==> config.mk <==
export PLATFORM = sky130hd
export DESIGN_NAME = ulf_uart
export DESIGN_NICKNAME = d
export VERILOG_FILES = /design/src/rtl/ulf_pkg.sv /design/src/rtl/ulf_uart.sv
export SDC_FILE = /design/constraint.sdc
export NUM_CORES = 1
export LEC_CHECK = 0
export BUFFER_PORTS_ARGS = -buffer_cell sky130_fd_sc_hd__buf_2
export CAP_MARGIN = 15
export CORE_MARGIN = 2
export CORE_UTILIZATION = 55
export CTS_BUF_LIST = sky130_fd_sc_hd__clkbuf_8
export DETAILED_ROUTE_END_ITERATION = 6
export GPL_ROUTABILITY_DRIVEN = 0
export PLACE_DENSITY = 0.73
export SETUP_SLACK_MARGIN = 0.15
export SLEW_MARGIN = 20
export SYNTH_ARGS = -nofsm -noshare
export SYNTH_HDL_FRONTEND = slang
export SYNTH_SLANG_ARGS = --single-unit
==> constraint.sdc <==
create_clock -name pclk -period 8.6 [get_ports pclk]
set_input_delay 0.86 -clock pclk [delete_from_list [all_inputs] [get_ports pclk]]
set_output_delay 0.86 -clock pclk [all_outputs]
set_load 0.02 [all_outputs]
==> src/rtl/ulf_pkg.sv <==
// Package with register map, field positions, reset values and types for the serial port core
// Notes on behaviour
// - A character is start, 5-8 data, optional parity, then 1, 1.5 or 2 stops.
// - Divisor 1..65535 divides the clock into a 16x bit-rate tick for transmit.
// - The receiver runs from the same 16x tick, sharing one programmed rate.
// - Separate 16-entry receive and transmit byte FIFOs reduce processor interrupts.
// - The divisor can be set to a value giving the MIDI data rate.
// - Divisor access bit 7 set maps offsets 0 and 1 to divisor low and high.
// - Access bit clear: offset 0 reads receive, writes transmit; offset 1 is enables.
// - Bit 6 holds the serial output low while the transmitter keeps running.
// - Fixed parity with sense 1 sends and checks 0; sense 0 gives 1.
// - Parity from count of ones; sense bit 4 set is even, clear is odd.
// - Bit 3 inserts a parity bit after the data; the receiver checks it.
// - Bit 2 gives 1 stop, or 1.5 for five bits and 2 otherwise.
// - Length bits 1:0 select five, six, seven or eight data bits.
// - Interrupt enable bits 0..3 are rx ready, tx empty, line, modem; 7:4 zero.
// - Data bit 0, the least significant, goes first on the line.
// - Overrun, parity, stop and silent-line flags clear when line status is read.
// - Data ready is 1 while received data remain and 0 once none remain.
package ulf_pkg;
	localparam logic [11:0] OFS_DATA = 12'h000;
	localparam logic [11:0] OFS_IEN = 12'h004;
	localparam logic [11:0] OFS_IID = 12'h008;
	localparam logic [11:0] OFS_LFC = 12'h00C;
	localparam logic [11:0] OFS_LSR = 12'h014;
	localparam logic [11:0] OFS_MSR = 12'h018;
	localparam logic [11:0] OFS_IST = 12'h020;
	localparam logic [11:0] OFS_IMSK = 12'h024;
	localparam logic [7:0] LFC_RESET = 8'h00;
	localparam logic [15:0] DIV_RESET = 16'h0001;
	localparam logic [3:0] IEN_RESET = 4'h0;
	localparam logic [3:0] TICKS_PER_BIT = 4'hF;
	localparam logic [3:0] TICKS_HALF = 4'h7;
	localparam int FIFO_DEPTH = 16;
	localparam int FIFO_AW = 4;
	localparam int IST_RX = 0;
	localparam int IST_TXE = 1;
	localparam int IST_LINE = 2;
	// Line format control layout
	typedef struct packed {
		logic divisor_latch_access;
		logic force_line_low;
		logic fixed_parity_enable;
		logic parity_sense_select;
		logic parity_insert_enable;
		logic extra_stop_enable;
		logic char_length_sel_hi;
		logic char_length_sel_lo;
	} ulf_lfc_s;
	typedef enum logic [2:0] {
		ST_IDLE = 3'b000,
		ST_START = 3'b001,
		ST_DATA = 3'b010,
		ST_PAR = 3'b011,
		ST_STOP = 3'b100
	} ulf_state_e;
endpackage : ulf_pkg

==> src/rtl/ulf_uart.sv <==
// Serial port core: APB registers, baud generator, transmitter, receiver and FIFOs
`timescale 1ns/1ps
module ulf_uart
	import ulf_pkg::*;
#(
	parameter int DEPTH = FIFO_DEPTH
)(
	input wire logic pclk,
	input wire logic presetn,
	input wire logic clk_en,
	input wire logic psel,
	input wire logic penable,
	input wire logic pwrite,
	input wire logic [11:0] paddr,
	input wire logic [31:0] pwdata,
	output logic [31:0] prdata,
	output logic pready,
	output logic pslverr,
	input wire logic serial_in,
	output logic serial_out,
	output logic irq
);
	////////////////////////////////////////////////////////////////////////
	// Registers
	ulf_lfc_s lfc_q;
	logic [15:0] div_q;
	logic [3:0] ien_q;
	logic [2:0] ist_q;
	logic [2:0] imsk_q;
	logic fifo_en_q;
	logic ovr_q, per_q, fer_q, sil_q;
	logic [DEPTH-1:0][7:0] rxm_q;
	logic [DEPTH-1:0][7:0] txm_q;
	logic [FIFO_AW:0] rxc_q, txc_q;
	logic [FIFO_AW-1:0] rxr_q, rxw_q, txr_q, txw_q;
	logic wr, rd, acc;
	logic rx_push, tx_pop, rx_pop, tx_push, rx_full, tx_full;
	logic [7:0] rx_byte;
	logic rx_perr, rx_ferr, rx_sil;
	logic tx_idle;
	logic [FIFO_AW:0] rx_cap, tx_cap;

	assign acc = psel && penable;
	assign wr = acc && pwrite;
	assign rd = acc && !pwrite;
	// Non-FIFO mode behaves as one-entry holding registers
	assign rx_cap = fifo_en_q ? (FIFO_AW+1)'(DEPTH) : (FIFO_AW+1)'(1);
	assign tx_cap = rx_cap;
	assign rx_full = rxc_q >= rx_cap;
	assign tx_full = txc_q >= tx_cap;
	assign rx_pop = clk_en && rd && paddr == OFS_DATA && !lfc_q.divisor_latch_access && rxc_q != '0;
	assign tx_push = clk_en && wr && paddr == OFS_DATA && !lfc_q.divisor_latch_access && !tx_full;

	////////////////////////////////////////////////////////////////////////
	// Control registers written by software
	always_ff @(posedge pclk or negedge presetn)
	begin
		if (!presetn)
		begin
			lfc_q <= LFC_RESET;
			div_q <= DIV_RESET;
			ien_q <= IEN_RESET;
			imsk_q <= '0;
			fifo_en_q <= 1'b0;
		end
		else if (clk_en && wr)
		begin
			case (paddr)
				OFS_DATA: if (lfc_q.divisor_latch_access) div_q[7:0] <= pwdata[7:0];
				OFS_IEN:
				begin
					if (lfc_q.divisor_latch_access)
						div_q[15:8] <= pwdata[7:0];
					else
						ien_q <= pwdata[3:0];
				end
				OFS_IID: fifo_en_q <= pwdata[0];
				OFS_LFC: lfc_q <= pwdata[7:0];
				OFS_IMSK: imsk_q <= pwdata[2:0];
				default: ;
			endcase
		end
	end

	////////////////////////////////////////////////////////////////////////
	// Read mux and APB answer; zero wait states, unmapped gives pslverr
	always_ff @(posedge pclk or negedge presetn)
	begin
		if (!presetn)
		begin
			prdata <= '0;
			pready <= 1'b0;
			pslverr <= 1'b0;
		end
		else if (clk_en)
		begin
			pready <= psel && !penable;
			pslverr <= 1'b0;
			prdata <= '0;
			if (psel && !penable && !pwrite)
			begin
				case (paddr)
					OFS_DATA: prdata[7:0] <= lfc_q.divisor_latch_access ? div_q[7:0] : rxm_q[rxr_q];
					OFS_IEN: prdata[7:0] <= lfc_q.divisor_latch_access ? div_q[15:8] : {4'h0, ien_q};
					OFS_IID: prdata[7:0] <= iid_value();
					OFS_LFC: prdata[7:0] <= lfc_q;
					OFS_LSR: prdata[7:0] <= {1'b0, txc_q == '0 && tx_idle, txc_q == '0, sil_q, fer_q, per_q, ovr_q,
						rxc_q != '0};
					OFS_MSR: prdata[7:0] <= 8'h00;
					OFS_IST: prdata[2:0] <= ist_q;
					OFS_IMSK: prdata[2:0] <= imsk_q;
					default: pslverr <= 1'b0;
				endcase
			end
			if (psel && !penable && !(paddr inside {OFS_DATA, OFS_IEN, OFS_IID, OFS_LFC, OFS_LSR, OFS_MSR, OFS_IST,
				OFS_IMSK}))
				pslverr <= 1'b1;
		end
	end

	// Identification: bit 0 low when pending, priority line > rx > tx empty
	function automatic logic [7:0] iid_value();
		logic [7:0] v;
		v = {fifo_en_q, fifo_en_q, 6'h01};
		if (ien_q[2] && (ovr_q || per_q || fer_q || sil_q))
			v[3:0] = 4'h6;
		else if (ien_q[0] && rxc_q != '0)
			v[3:0] = 4'h4;
		else if (ien_q[1] && txc_q == '0)
			v[3:0] = 4'h2;
		return v;
	endfunction : iid_value

	////////////////////////////////////////////////////////////////////////
	// Line status flags; a new event wins over the read clear
	always_ff @(posedge pclk or negedge presetn)
	begin
		if (!presetn)
		begin
			ovr_q <= 1'b0;
			per_q <= 1'b0;
			fer_q <= 1'b0;
			sil_q <= 1'b0;
		end
		else if (clk_en)
		begin
			if (rd && paddr == OFS_LSR)
			begin
				ovr_q <= 1'b0;
				per_q <= 1'b0;
				fer_q <= 1'b0;
				sil_q <= 1'b0;
			end
			if (rx_push)
			begin
				if (rx_full && !rx_pop) ovr_q <= 1'b1;
				if (rx_perr) per_q <= 1'b1;
				if (rx_ferr) fer_q <= 1'b1;
				if (rx_sil) sil_q <= 1'b1;
			end
		end
	end

	// Sticky interrupt status, cleared by reading it; set wins
	always_ff @(posedge pclk or negedge presetn)
	begin
		if (!presetn)
			ist_q <= '0;
		else if (clk_en)
			ist_q <= (rd && paddr == OFS_IST ? 3'b000 : ist_q)
				| {rx_push && (rx_perr || rx_ferr || rx_sil || rx_full), tx_pop && ien_q[1], rx_push && ien_q[0]};
	end
	always_ff @(posedge pclk or negedge presetn)
	begin
		if (!presetn)
			irq <= 1'b0;
		else if (clk_en)
			irq <= |(ist_q & imsk_q);
	end

	////////////////////////////////////////////////////////////////////////
	// FIFOs; overflowing receive byte is dropped and flagged as overrun
	always_ff @(posedge pclk or negedge presetn)
	begin
		if (!presetn)
		begin
			rxr_q <= '0;
			rxw_q <= '0;
			rxc_q <= '0;
			txr_q <= '0;
			txw_q <= '0;
			txc_q <= '0;
		end
		else if (clk_en)
		begin
			if (wr && paddr == OFS_IID && pwdata[1])
			begin
				rxr_q <= '0;
				rxw_q <= '0;
				rxc_q <= '0;
			end
			else
			begin
				if (rx_push && (!rx_full || rx_pop)) rxw_q <= rxw_q + 1'b1;
				if (rx_pop) rxr_q <= rxr_q + 1'b1;
				rxc_q <= rxc_q + (FIFO_AW+1)'(rx_push && (!rx_full || rx_pop)) - (FIFO_AW+1)'(rx_pop);
			end
			if (wr && paddr == OFS_IID && pwdata[2])
			begin
				txr_q <= '0;
				txw_q <= '0;
				txc_q <= '0;
			end
			else
			begin
				if (tx_push) txw_q <= txw_q + 1'b1;
				if (tx_pop) txr_q <= txr_q + 1'b1;
				txc_q <= txc_q + (FIFO_AW+1)'(tx_push) - (FIFO_AW+1)'(tx_pop);
			end
		end
	end

	always_ff @(posedge pclk)
	begin
		if (clk_en && rx_push && (!rx_full || rx_pop)) rxm_q[rxw_q] <= rx_byte;
		if (clk_en && tx_push) txm_q[txw_q] <= pwdata[7:0];
	end

	////////////////////////////////////////////////////////////////////////
	// Baud generator: one 16x tick every div_q clocks; zero treated as one
	logic [15:0] bcnt_q;
	logic tick;
	assign tick = bcnt_q <= 16'h0001;
	always_ff @(posedge pclk or negedge presetn)
	begin
		if (!presetn)
			bcnt_q <= 16'h0001;
		else if (clk_en && wr && lfc_q.divisor_latch_access && paddr inside {OFS_DATA, OFS_IEN})
			bcnt_q <= 16'h0001; // Divisor write restarts the count, else a large old divisor stalls the new rate
		else if (clk_en)
			bcnt_q <= tick ? div_q : bcnt_q - 16'h0001;
	end
	// Character shape shared by both directions
	logic [2:0] nbits;
	assign nbits = 3'(4 + {lfc_q.char_length_sel_hi, lfc_q.char_length_sel_lo}); // last index
	function automatic logic par_bit(input logic [7:0] d);
		logic [7:0] m;
		m = d & (8'hFF >> (3'h7 - nbits));
		if (lfc_q.fixed_parity_enable) return !lfc_q.parity_sense_select;
		return lfc_q.parity_sense_select ? ^m : !(^m);
	endfunction : par_bit

	////////////////////////////////////////////////////////////////////////
	// Transmitter
	ulf_state_e ts_q;
	logic [7:0] tsh_q;
	logic [2:0] tbit_q;
	logic [4:0] tsub_q;
	logic tline_q;
	logic [4:0] tstop_len;
	assign tx_idle = ts_q == ST_IDLE;
	assign tx_pop = clk_en && tick && tx_idle && txc_q != '0;
	// 1 stop bit; with extra stop, 1.5 for five bits, else 2
	assign tstop_len = !lfc_q.extra_stop_enable ? 5'd15 : (nbits == 3'd4 ? 5'd23 : 5'd31);
	always_ff @(posedge pclk or negedge presetn)
	begin
		if (!presetn)
		begin
			ts_q <= ST_IDLE;
			tsh_q <= '0;
			tbit_q <= '0;
			tsub_q <= '0;
			tline_q <= 1'b1;
		end
		else if (clk_en && tick)
		begin
			tsub_q <= tsub_q + 5'd1;
			case (ts_q)
				ST_IDLE:
				begin
					tline_q <= 1'b1;
					if (txc_q != '0)
					begin
						tsh_q <= txm_q[txr_q];
						ts_q <= ST_START;
						tline_q <= 1'b0;
						tsub_q <= '0;
					end
				end
				ST_START: if (tsub_q == 5'd15)
				begin
					ts_q <= ST_DATA;
					tline_q <= tsh_q[0];
					tbit_q <= '0;
					tsub_q <= '0;
				end
				ST_DATA: if (tsub_q == 5'd15)
				begin
					tsub_q <= '0;
					tbit_q <= tbit_q + 3'd1;
					tline_q <= tsh_q[tbit_q + 3'd1];
					if (tbit_q == nbits)
					begin
						ts_q <= lfc_q.parity_insert_enable ? ST_PAR : ST_STOP;
						tline_q <= lfc_q.parity_insert_enable ? par_bit(tsh_q) : 1'b1;
					end
				end
				ST_PAR: if (tsub_q == 5'd15)
				begin
					ts_q <= ST_STOP;
					tline_q <= 1'b1;
					tsub_q <= '0;
				end
				ST_STOP: if (tsub_q == tstop_len) ts_q <= ST_IDLE;
				default: ts_q <= ST_IDLE;
			endcase
		end
	end

	// Forced low only gates the pin; the shifter runs on
	always_ff @(posedge pclk or negedge presetn)
	begin
		if (!presetn)
			serial_out <= 1'b1;
		else if (clk_en)
			serial_out <= tline_q && !lfc_q.force_line_low;
	end

	////////////////////////////////////////////////////////////////////////
	// Receiver on the same 16x tick
	ulf_state_e rs_q;
	logic [3:0] rsub_q;
	logic [2:0] rbit_q;
	logic [7:0] rsh_q;
	logic rin_q, rpe_q, rall0_q;
	always_ff @(posedge pclk or negedge presetn)
	begin
		if (!presetn)
		begin
			rs_q <= ST_IDLE;
			rsub_q <= '0;
			rbit_q <= '0;
			rsh_q <= '0;
			rin_q <= 1'b1;
			rpe_q <= 1'b0;
			rall0_q <= 1'b0;
			rx_push <= 1'b0;
			rx_byte <= '0;
			rx_perr <= 1'b0;
			rx_ferr <= 1'b0;
			rx_sil <= 1'b0;
		end
		else if (clk_en)
		begin
			rx_push <= 1'b0;
			if (tick)
			begin
				rin_q <= serial_in;
				rsub_q <= rsub_q + 4'h1;
				case (rs_q)
					ST_IDLE: if (rin_q && !serial_in)
					begin
						rs_q <= ST_START; // falling edge
						rsub_q <= '0;
					end
					ST_START: if (rsub_q == TICKS_HALF)
					begin
						rsub_q <= '0;
						rbit_q <= '0;
						rsh_q <= '0;
						rpe_q <= 1'b0;
						rall0_q <= 1'b1;
						rs_q <= serial_in ? ST_IDLE : ST_DATA; // confirm
					end
					ST_DATA: if (rsub_q == TICKS_PER_BIT)
					begin
						rsh_q[rbit_q] <= serial_in;
						rall0_q <= rall0_q && !serial_in;
						rbit_q <= rbit_q + 3'd1;
						if (rbit_q == nbits) rs_q <= lfc_q.parity_insert_enable ? ST_PAR : ST_STOP;
					end
					ST_PAR: if (rsub_q == TICKS_PER_BIT)
					begin
						rpe_q <= serial_in != par_bit(rsh_q);
						rall0_q <= rall0_q && !serial_in;
						rs_q <= ST_STOP;
					end
					ST_STOP: if (rsub_q == TICKS_PER_BIT)
					begin
						rx_push <= 1'b1; // Only the first stop bit is checked
						rx_byte <= rsh_q;
						rx_perr <= rpe_q;
						rx_ferr <= !serial_in;
						rx_sil <= rall0_q && !serial_in;
						rs_q <= ST_IDLE;
					end
					default: rs_q <= ST_IDLE;
				endcase
			end
		end
	end
endmodule : ulf_uart

==> metrics, run 1 <==
WL final between 40000 and 50000 µm; via count 12.0k; top_reg_cell synth edfxtp_1; status completed; Post-CTS Resized 0; Warnings, synthesis 0; first-pass GRT wire length about 66000 µm; Pleak 7.71 nW; Final Hold Viols 0; Peak VDD IR between 0.2 and 0.25 mV; Synth top area share roughly two fifths; Sink Count about 400; Reg2Reg Setup Slack 3.94 ns; CTS max path bufs 3; Final period util a little over half; area leader, netlist edfxtp_1; crit path cell chain nor4_2, nor4b_4, nand3_1, nor3_1, ha_1, inv_1, ha_1, inv_1, fa_1, o21bai_1, a21oi_1, xnor2_1, nand4b_1, o21ai_0; H-tree depth 3; TritonCTS buffer count between 60 and 70; max incr delay on CP 0.78 ns; Period minus WS final approximately 4.7 ns; Pwr Density 216 nW/µm²; final worst-path setup slack 3.94 ns; CP max stage cell nor4b_4; Post-synth EDFFs between 200 and 300; placed cells ~1.8k; post-DP HPWL about 28000 µm; Worst setup endpoint txc_q[4]; Startpoint Class register; CP required 9.09 ns; Via density ~6.3; first-pass iteration count of the detailed router 6; FF+latch count, synth roughly 400; Final setup viols 0; post-route insts no fill 1924; final antenna-violating net count 0; worst-margin pin slew a little under 1 ns; row count 68; grt ovf 0; crit path kind reg -> reg; pre-CTS WS 3.86 ns; fmax ~210 MHz; CP Capture Type register; total track usage between 20% and 30%; RSZ-0062 raised after global routing no; CTS tree done; Post-CTS Hold Buffers 0; die area 36100 µm²; Initial Util between 50 and 60%; CTS root buf clkbuf_8; Worst-path clk slew ~0.060 ns; IO Pins 87; Final Skew ~0.043 ns; crit path max fanout 14; CP Data Arrival Time ~5 ns; core occupancy in the finished layout roughly three fifths; Synth Area per Inst 13.9 µm²; Area contributors post-synth edfxtp_1 (40%), dfrtp_1 (19%), mux4_2 (9.5%), mux2_2 (2.8%), ha_1 (2.5%); initial antenna violation count 0; count of buffers from port buffering 38; die height approximately 190 µm; Reg2Reg Depth 14; wire per inst between 20 and 25 µm; Worst-Skew Late Latency approximately 0.62 ns; asr flop ratio synth between 30% and 40%; Relative slew margins approximately a third; Synth-to-Final Area Change 9.69%; nets between 1.5k and 2k; reg-to-reg endpoint txc_q[4]; FF-to-FF Start bcnt_q[8]; Synth Instances ~1.4k; largest net degree at the start of global routing just over 90; critical path launch point bcnt_q[8]; drt initial violations roughly 1.6k; mapped cell area between 15000 and 20000 µm²; drt drc 0; Core Area 34300 µm²; register area share after synthesis between 50% and 60%; Die X ~190 µm; layout cells sized above 1 ~22%; setup tns final 0 ns; Max Cap Viol 0; antenna cells 0; Hold Crit Class in -> async; distinct cell type count after synthesis between 80 and 90; post-CTS setup repair buffer count 0; vias in the first global route ~12k; Slew Viols, Final 0
==> Yosys cell counts, types with 5 or more instances <==
library cell	instances
nor2_1	65
nor3_1	24
nand2b_1	23
mux2_4	8
o41ai_1	7
and2_1	12
buf_1	13
mux2_2	47
a211oi_1	5
a21oi_1	40
a41oi_1	6
dfstp_2	5
o21ai_0	61
nor4_1	11
buf_2	6
nand3_1	55
and4_1	5
nand2_1	57
edfxtp_1	256
ha_1	38
mux2i_1	8
xnor2_1	15
nand4_1	13
clkbuf_1	50
o31ai_1	33
a22o_1	13
or4bb_1	5
inv_1	59
nor3b_1	5
and3_1	14
or3_1	15
o2bb2ai_1	11
buf_4	25
dfrtp_1	141
o221ai_1	5
a31oi_1	10
nor2b_1	16
nand3b_1	6
mux4_2	80
==> power breakdown <==
group / switching, mW / internal (mW)
Sequential: 0.0846 / 2.12
Combinational: 0.384 / 0.245
Clock: 0.761 / 0.911
Total: 1.23 / 3.28
==> worst max-delay path, delay by kind of cell (launching register included) <==
kind | cells | cell delay (ns)
flops | 1 | 0.44
fa+ha+maj | 3 | 0.91
buf+inv | 2 | 0.12
xor+xnor | 1 | 0.17
compound gates | 3 | 0.34
simple gates | 5 | 2.56
==> registers in the layout, summed over array words and instances, names as in the netlist, 4 cells and up <==
register  cells
bcnt_q       16
prdata        8
tsub_q        5
rxr_q         4
rsh_q         8
rxc_q         5
ien_q         4
rxw_q         4
txm_q       128
lfc_q         8
tsh_q         8
div_q        16
rx_byte       8
txc_q         5
rsub_q        4
txr_q         4
rxm_q       128
txw_q         4
==> how the worst min path moves through the flow <==
stage | slack (ns) | end | cells after the start
finish | 0.32 | tsub_q[0] | 1
global route | 0.39 | tsub_q[4] | 1
CTS | 0.35 | tsub_q[0] | 1
detailed placement | 0.47 | rin_q | 2
global placement | 0.47 | rin_q | 2
floorplan | 0.46 | rin_q | 2
==> metrics by stage <==
step,power (mW),instance area (µm²),hold WS [ns]
after global placement,2.84,19500,0.466
after detailed placement,2.86,19500,0.472
after floorplan,2.71,19100,0.457
final,4.51,20900,0.315
after CTS,4.53,20900,0.347
after global routing,4.71,20900,0.386
==> area by class of cell <==
cell class	count	area, µm²
Multi-Input combinational cell	831	7070
Inverter	59	221
Sequential cell	402	11400
Clock inverter	45	275
Fill cell	2567	13400
Tap cell	455	569
Clock buffer	77	1060
Timing Repair Buffer	55	324
==> cell usage in the layout, fill, tap and decap left out, drive strengths merged, types with 11 or more instances in the layout <==
master	Yosys	final
edfxtp	256	256
dfrtp	141	141
inv	59	83
mux4	80	80
clkbuf	50	77
nor2	65	65
o21ai	61	61
nand2	57	57
nand3	55	55
mux2	55	55
buf	47	55
a21oi	40	40
ha	38	38
o31ai	33	33
nor3	26	26
conb	1	24
nand2b	23	23
or3	17	17
nor2b	16	16
xnor2	15	15
clkinv	0	15
and3	14	14
nand4	14	14
a22o	13	13
nor4	13	13
and2	12	12
o2bb2ai	11	11
==> cells by family after synthesis <==
logic type,Yosys count,synth area share (%)
muxes,143,13.3
xor gates and xnor gates,18,0.973
and+or+nand+nor,366,10.9
adders and majority gates,40,2.71
AOI/OAI and AO/OA,240,8.69
buffers and inverters,156,3.73
DFF,402,59.6
other,1,0.0197
==> routing by layer <==
metal,wire length [µm],vias to the layer above,GRT usage (%)
li1,-,5361,-
met1,18800,6124,36.4
met2,19400,506,35.1
met3,3550,57,5.20
met4,756,0,7.45
met5,0,-,0
Power figures use the tool's default switching activity.
==> run 2, diff against run 1 <==
PLACE_DENSITY = 0.75   (was 0.73)
clock period = 4 ns   (was 8.6 ns; I/O delays follow)
==> run 2 against run 1 <==
- final area up 0.38%
- via count up 0.50%
- die area unchanged
- utilization up 0.23 points
- global-route usage up 0.24 points
- first-iteration DRC count down 3.7%
- clock-buffer cell count down 5
- combinational power up 120%
- clock power up 96%
- critical path depth unchanged
- worst hold slack worse by 0.22 ns
- maximum frequency up 32%
==> metrics, run 2 (synthesis results as in run 1) <==
post-DP HPWL 28800 µm (+3.1%); post-route cell area 21000 µm² (+0.38%); commonest cells after routing, fill and taps aside edfxtp_1 (256), dfrtp_1 (138), inv_1 (84); Final Hold Viols 0 (unchanged); die height 190 µm (unchanged); nets 1531 (+1.5%); TritonCTS buffer count 67 (-1.5%); CP Data Arrival Time 3.98 ns (-1.17 ns); Hold Crit Start serial_in; first-pass GRT wire length 66700 µm (+0.78%); Hold Crit Class in -> reg; Worst-Skew Late Latency 0.59 ns (-0.03 ns); Hold Path End rx_sil; crit path kind reg -> reg; layout cells sized above 1 22.6% (+0.99 points); die area 36100 µm² (unchanged); CTS root buf clkbuf_8; crit path cell chain or4_4, nor4b_4, nand3_1, nor3_2, ha_1, inv_1, ha_1, inv_1, fa_1, o21bai_1, a21oi_1, xnor2_1, nand4b_1, o21ai_0; CP max stage cell or4_4; CTS tree done; Crit path max-delay family simple AND/OR/NAND/NOR gates; CTS max path bufs 3 (unchanged); pre-CTS WS 0.272 ns (-3.59 ns); initial antenna violation count 1 (+1); count of buffers from port buffering 38 (unchanged); Peak VDD IR 0.340 mV (+56%); largest net degree at the start of global routing 85 (-7.6%); Synth-to-Final Area Change 10.1%; Pleak 7.88 nW (+2.3%); Reg2Reg Setup Slack 0.48 ns (-3.47 ns); final hold slack 0.0931 ns (-0.222 ns); vias in the first global route 11.7k (-0.37%); RSZ-0062 raised after global routing no; FF-to-FF Start bcnt_q[11]; final antenna-violating net count 0 (unchanged); WHS Path Cells 2; Final Skew 0.0193 ns (-0.0237 ns); CP required 4.46 ns (-4.63 ns); first-pass iteration count of the detailed router 6 (unchanged); grt ovf 0 (unchanged); drt drc 0 (unchanged); total track usage 24.3% (+0.24 points); Cell Area, Placed 19700 µm² (+1.0%); CP Capture Type register; Core Area 34300 µm² (unchanged); status completed; Relative slew margins 38.9% (+5.3 points); Pwr Density 450 nW/µm² (+110%); most common library cell in the layout ignoring fill and taps edfxtp_1; post-CTS setup repair buffer count 0 (unchanged); antenna cells 0 (unchanged); Final setup viols 0 (unchanged); worst-margin pin slew 0.914 ns (-0.0790 ns); H-tree depth 3 (unchanged); fmax 284 MHz (+32%); Sink Count 402 (unchanged); Slew Viols, Final 0 (unchanged); final worst-path setup slack 0.478 ns (-3.47 ns); wire per inst 22.0 µm (-0.33%); via count 12.1k (+0.50%); Period minus WS final 3.52 ns (-1.13 ns); setup tns final 0 ns (unchanged); reg-to-reg endpoint txc_q[4]; row count 68 (unchanged); drt initial violations 1535 (-3.7%); Final period util 88.1% (+34 points); Die X 190 µm (unchanged); Reg2Reg Depth 14 (unchanged); largest registers rxm_q (128), txm_q (128); max incr delay on CP 0.54 ns (-0.24 ns); Max Cap Viol 0 (unchanged); crit path max fanout 6 (-8); Total Power 9.42 mW (+110%); Initial Util 55.5% (unchanged); Worst-path clk slew 0.06 ns (about the same); Via density 6.23 (-0.54%); Startpoint Class register; WL final 42800 µm (+0.71%); IO Pins 87 (unchanged); worst path bufs/invs 2 (unchanged)
run 2: worst max path at each step:
stage,startpoint,to,slack (ns),cells past startpoint
finish,bcnt_q[11],txc_q[4],0.48,14
CTS,bcnt_q[12],txc_q[4],0.28,14
detailed placement,paddr[5],rxc_q[4],0.27,14
floorplan,paddr[1],rxc_q[4],0.37,13
global route,bcnt_q[11],txc_q[4],0.22,14
global placement,bcnt_q[12],txc_q[4],0.30,14
run 2: metrics by stage:
stage / util [%] / std cells
4_1_cts: 61.1 / 1944
5_1_grt: 61.1 / 1944
6_report: 61.1 / 1944
3_3_place_gp: 57.5 / 1825
2_1_floorplan: - / 1389
3_5_place_dp: 57.5 / 1825
run 2: cell type report:
| class | count | area (µm²) |
|---|---|---|
| inverter | 59 | 221 |
| timing repair buffer | 79 | 532 |
| multi-input combinational | 831 | 7080 |
| clock buffer | 72 | 991 |
| sequential | 402 | 11400 |
| clock inverter | 46 | 208 |
| fill | 2513 | 13300 |
| tap | 455 | 569 |
run 2: layer usage:
metal,vias up,wire length (µm),part of all wire (%),global-route usage (%)
met5,-,0,0,0
met4,0,855,2.0,7.27
met3,79,3700,8.7,5.57
met2,564,19300,45,35.7
met1,6047,18900,44,36.5
li1,5418,-,-,-
run 2: report_power, final:
group / internal [mW] / switching, mW
logic: 0.579 / 0.831
registers: 4.56 / 0.181
clock network: 1.66 / 1.60
run 2: repair_timing:
action | in CTS | in global routing
gates resized for setup | 0 | 4
hold endpoints to repair | 78 | 0
setup endpoints to repair | 0 | 2
hold buffers | 1 | 0
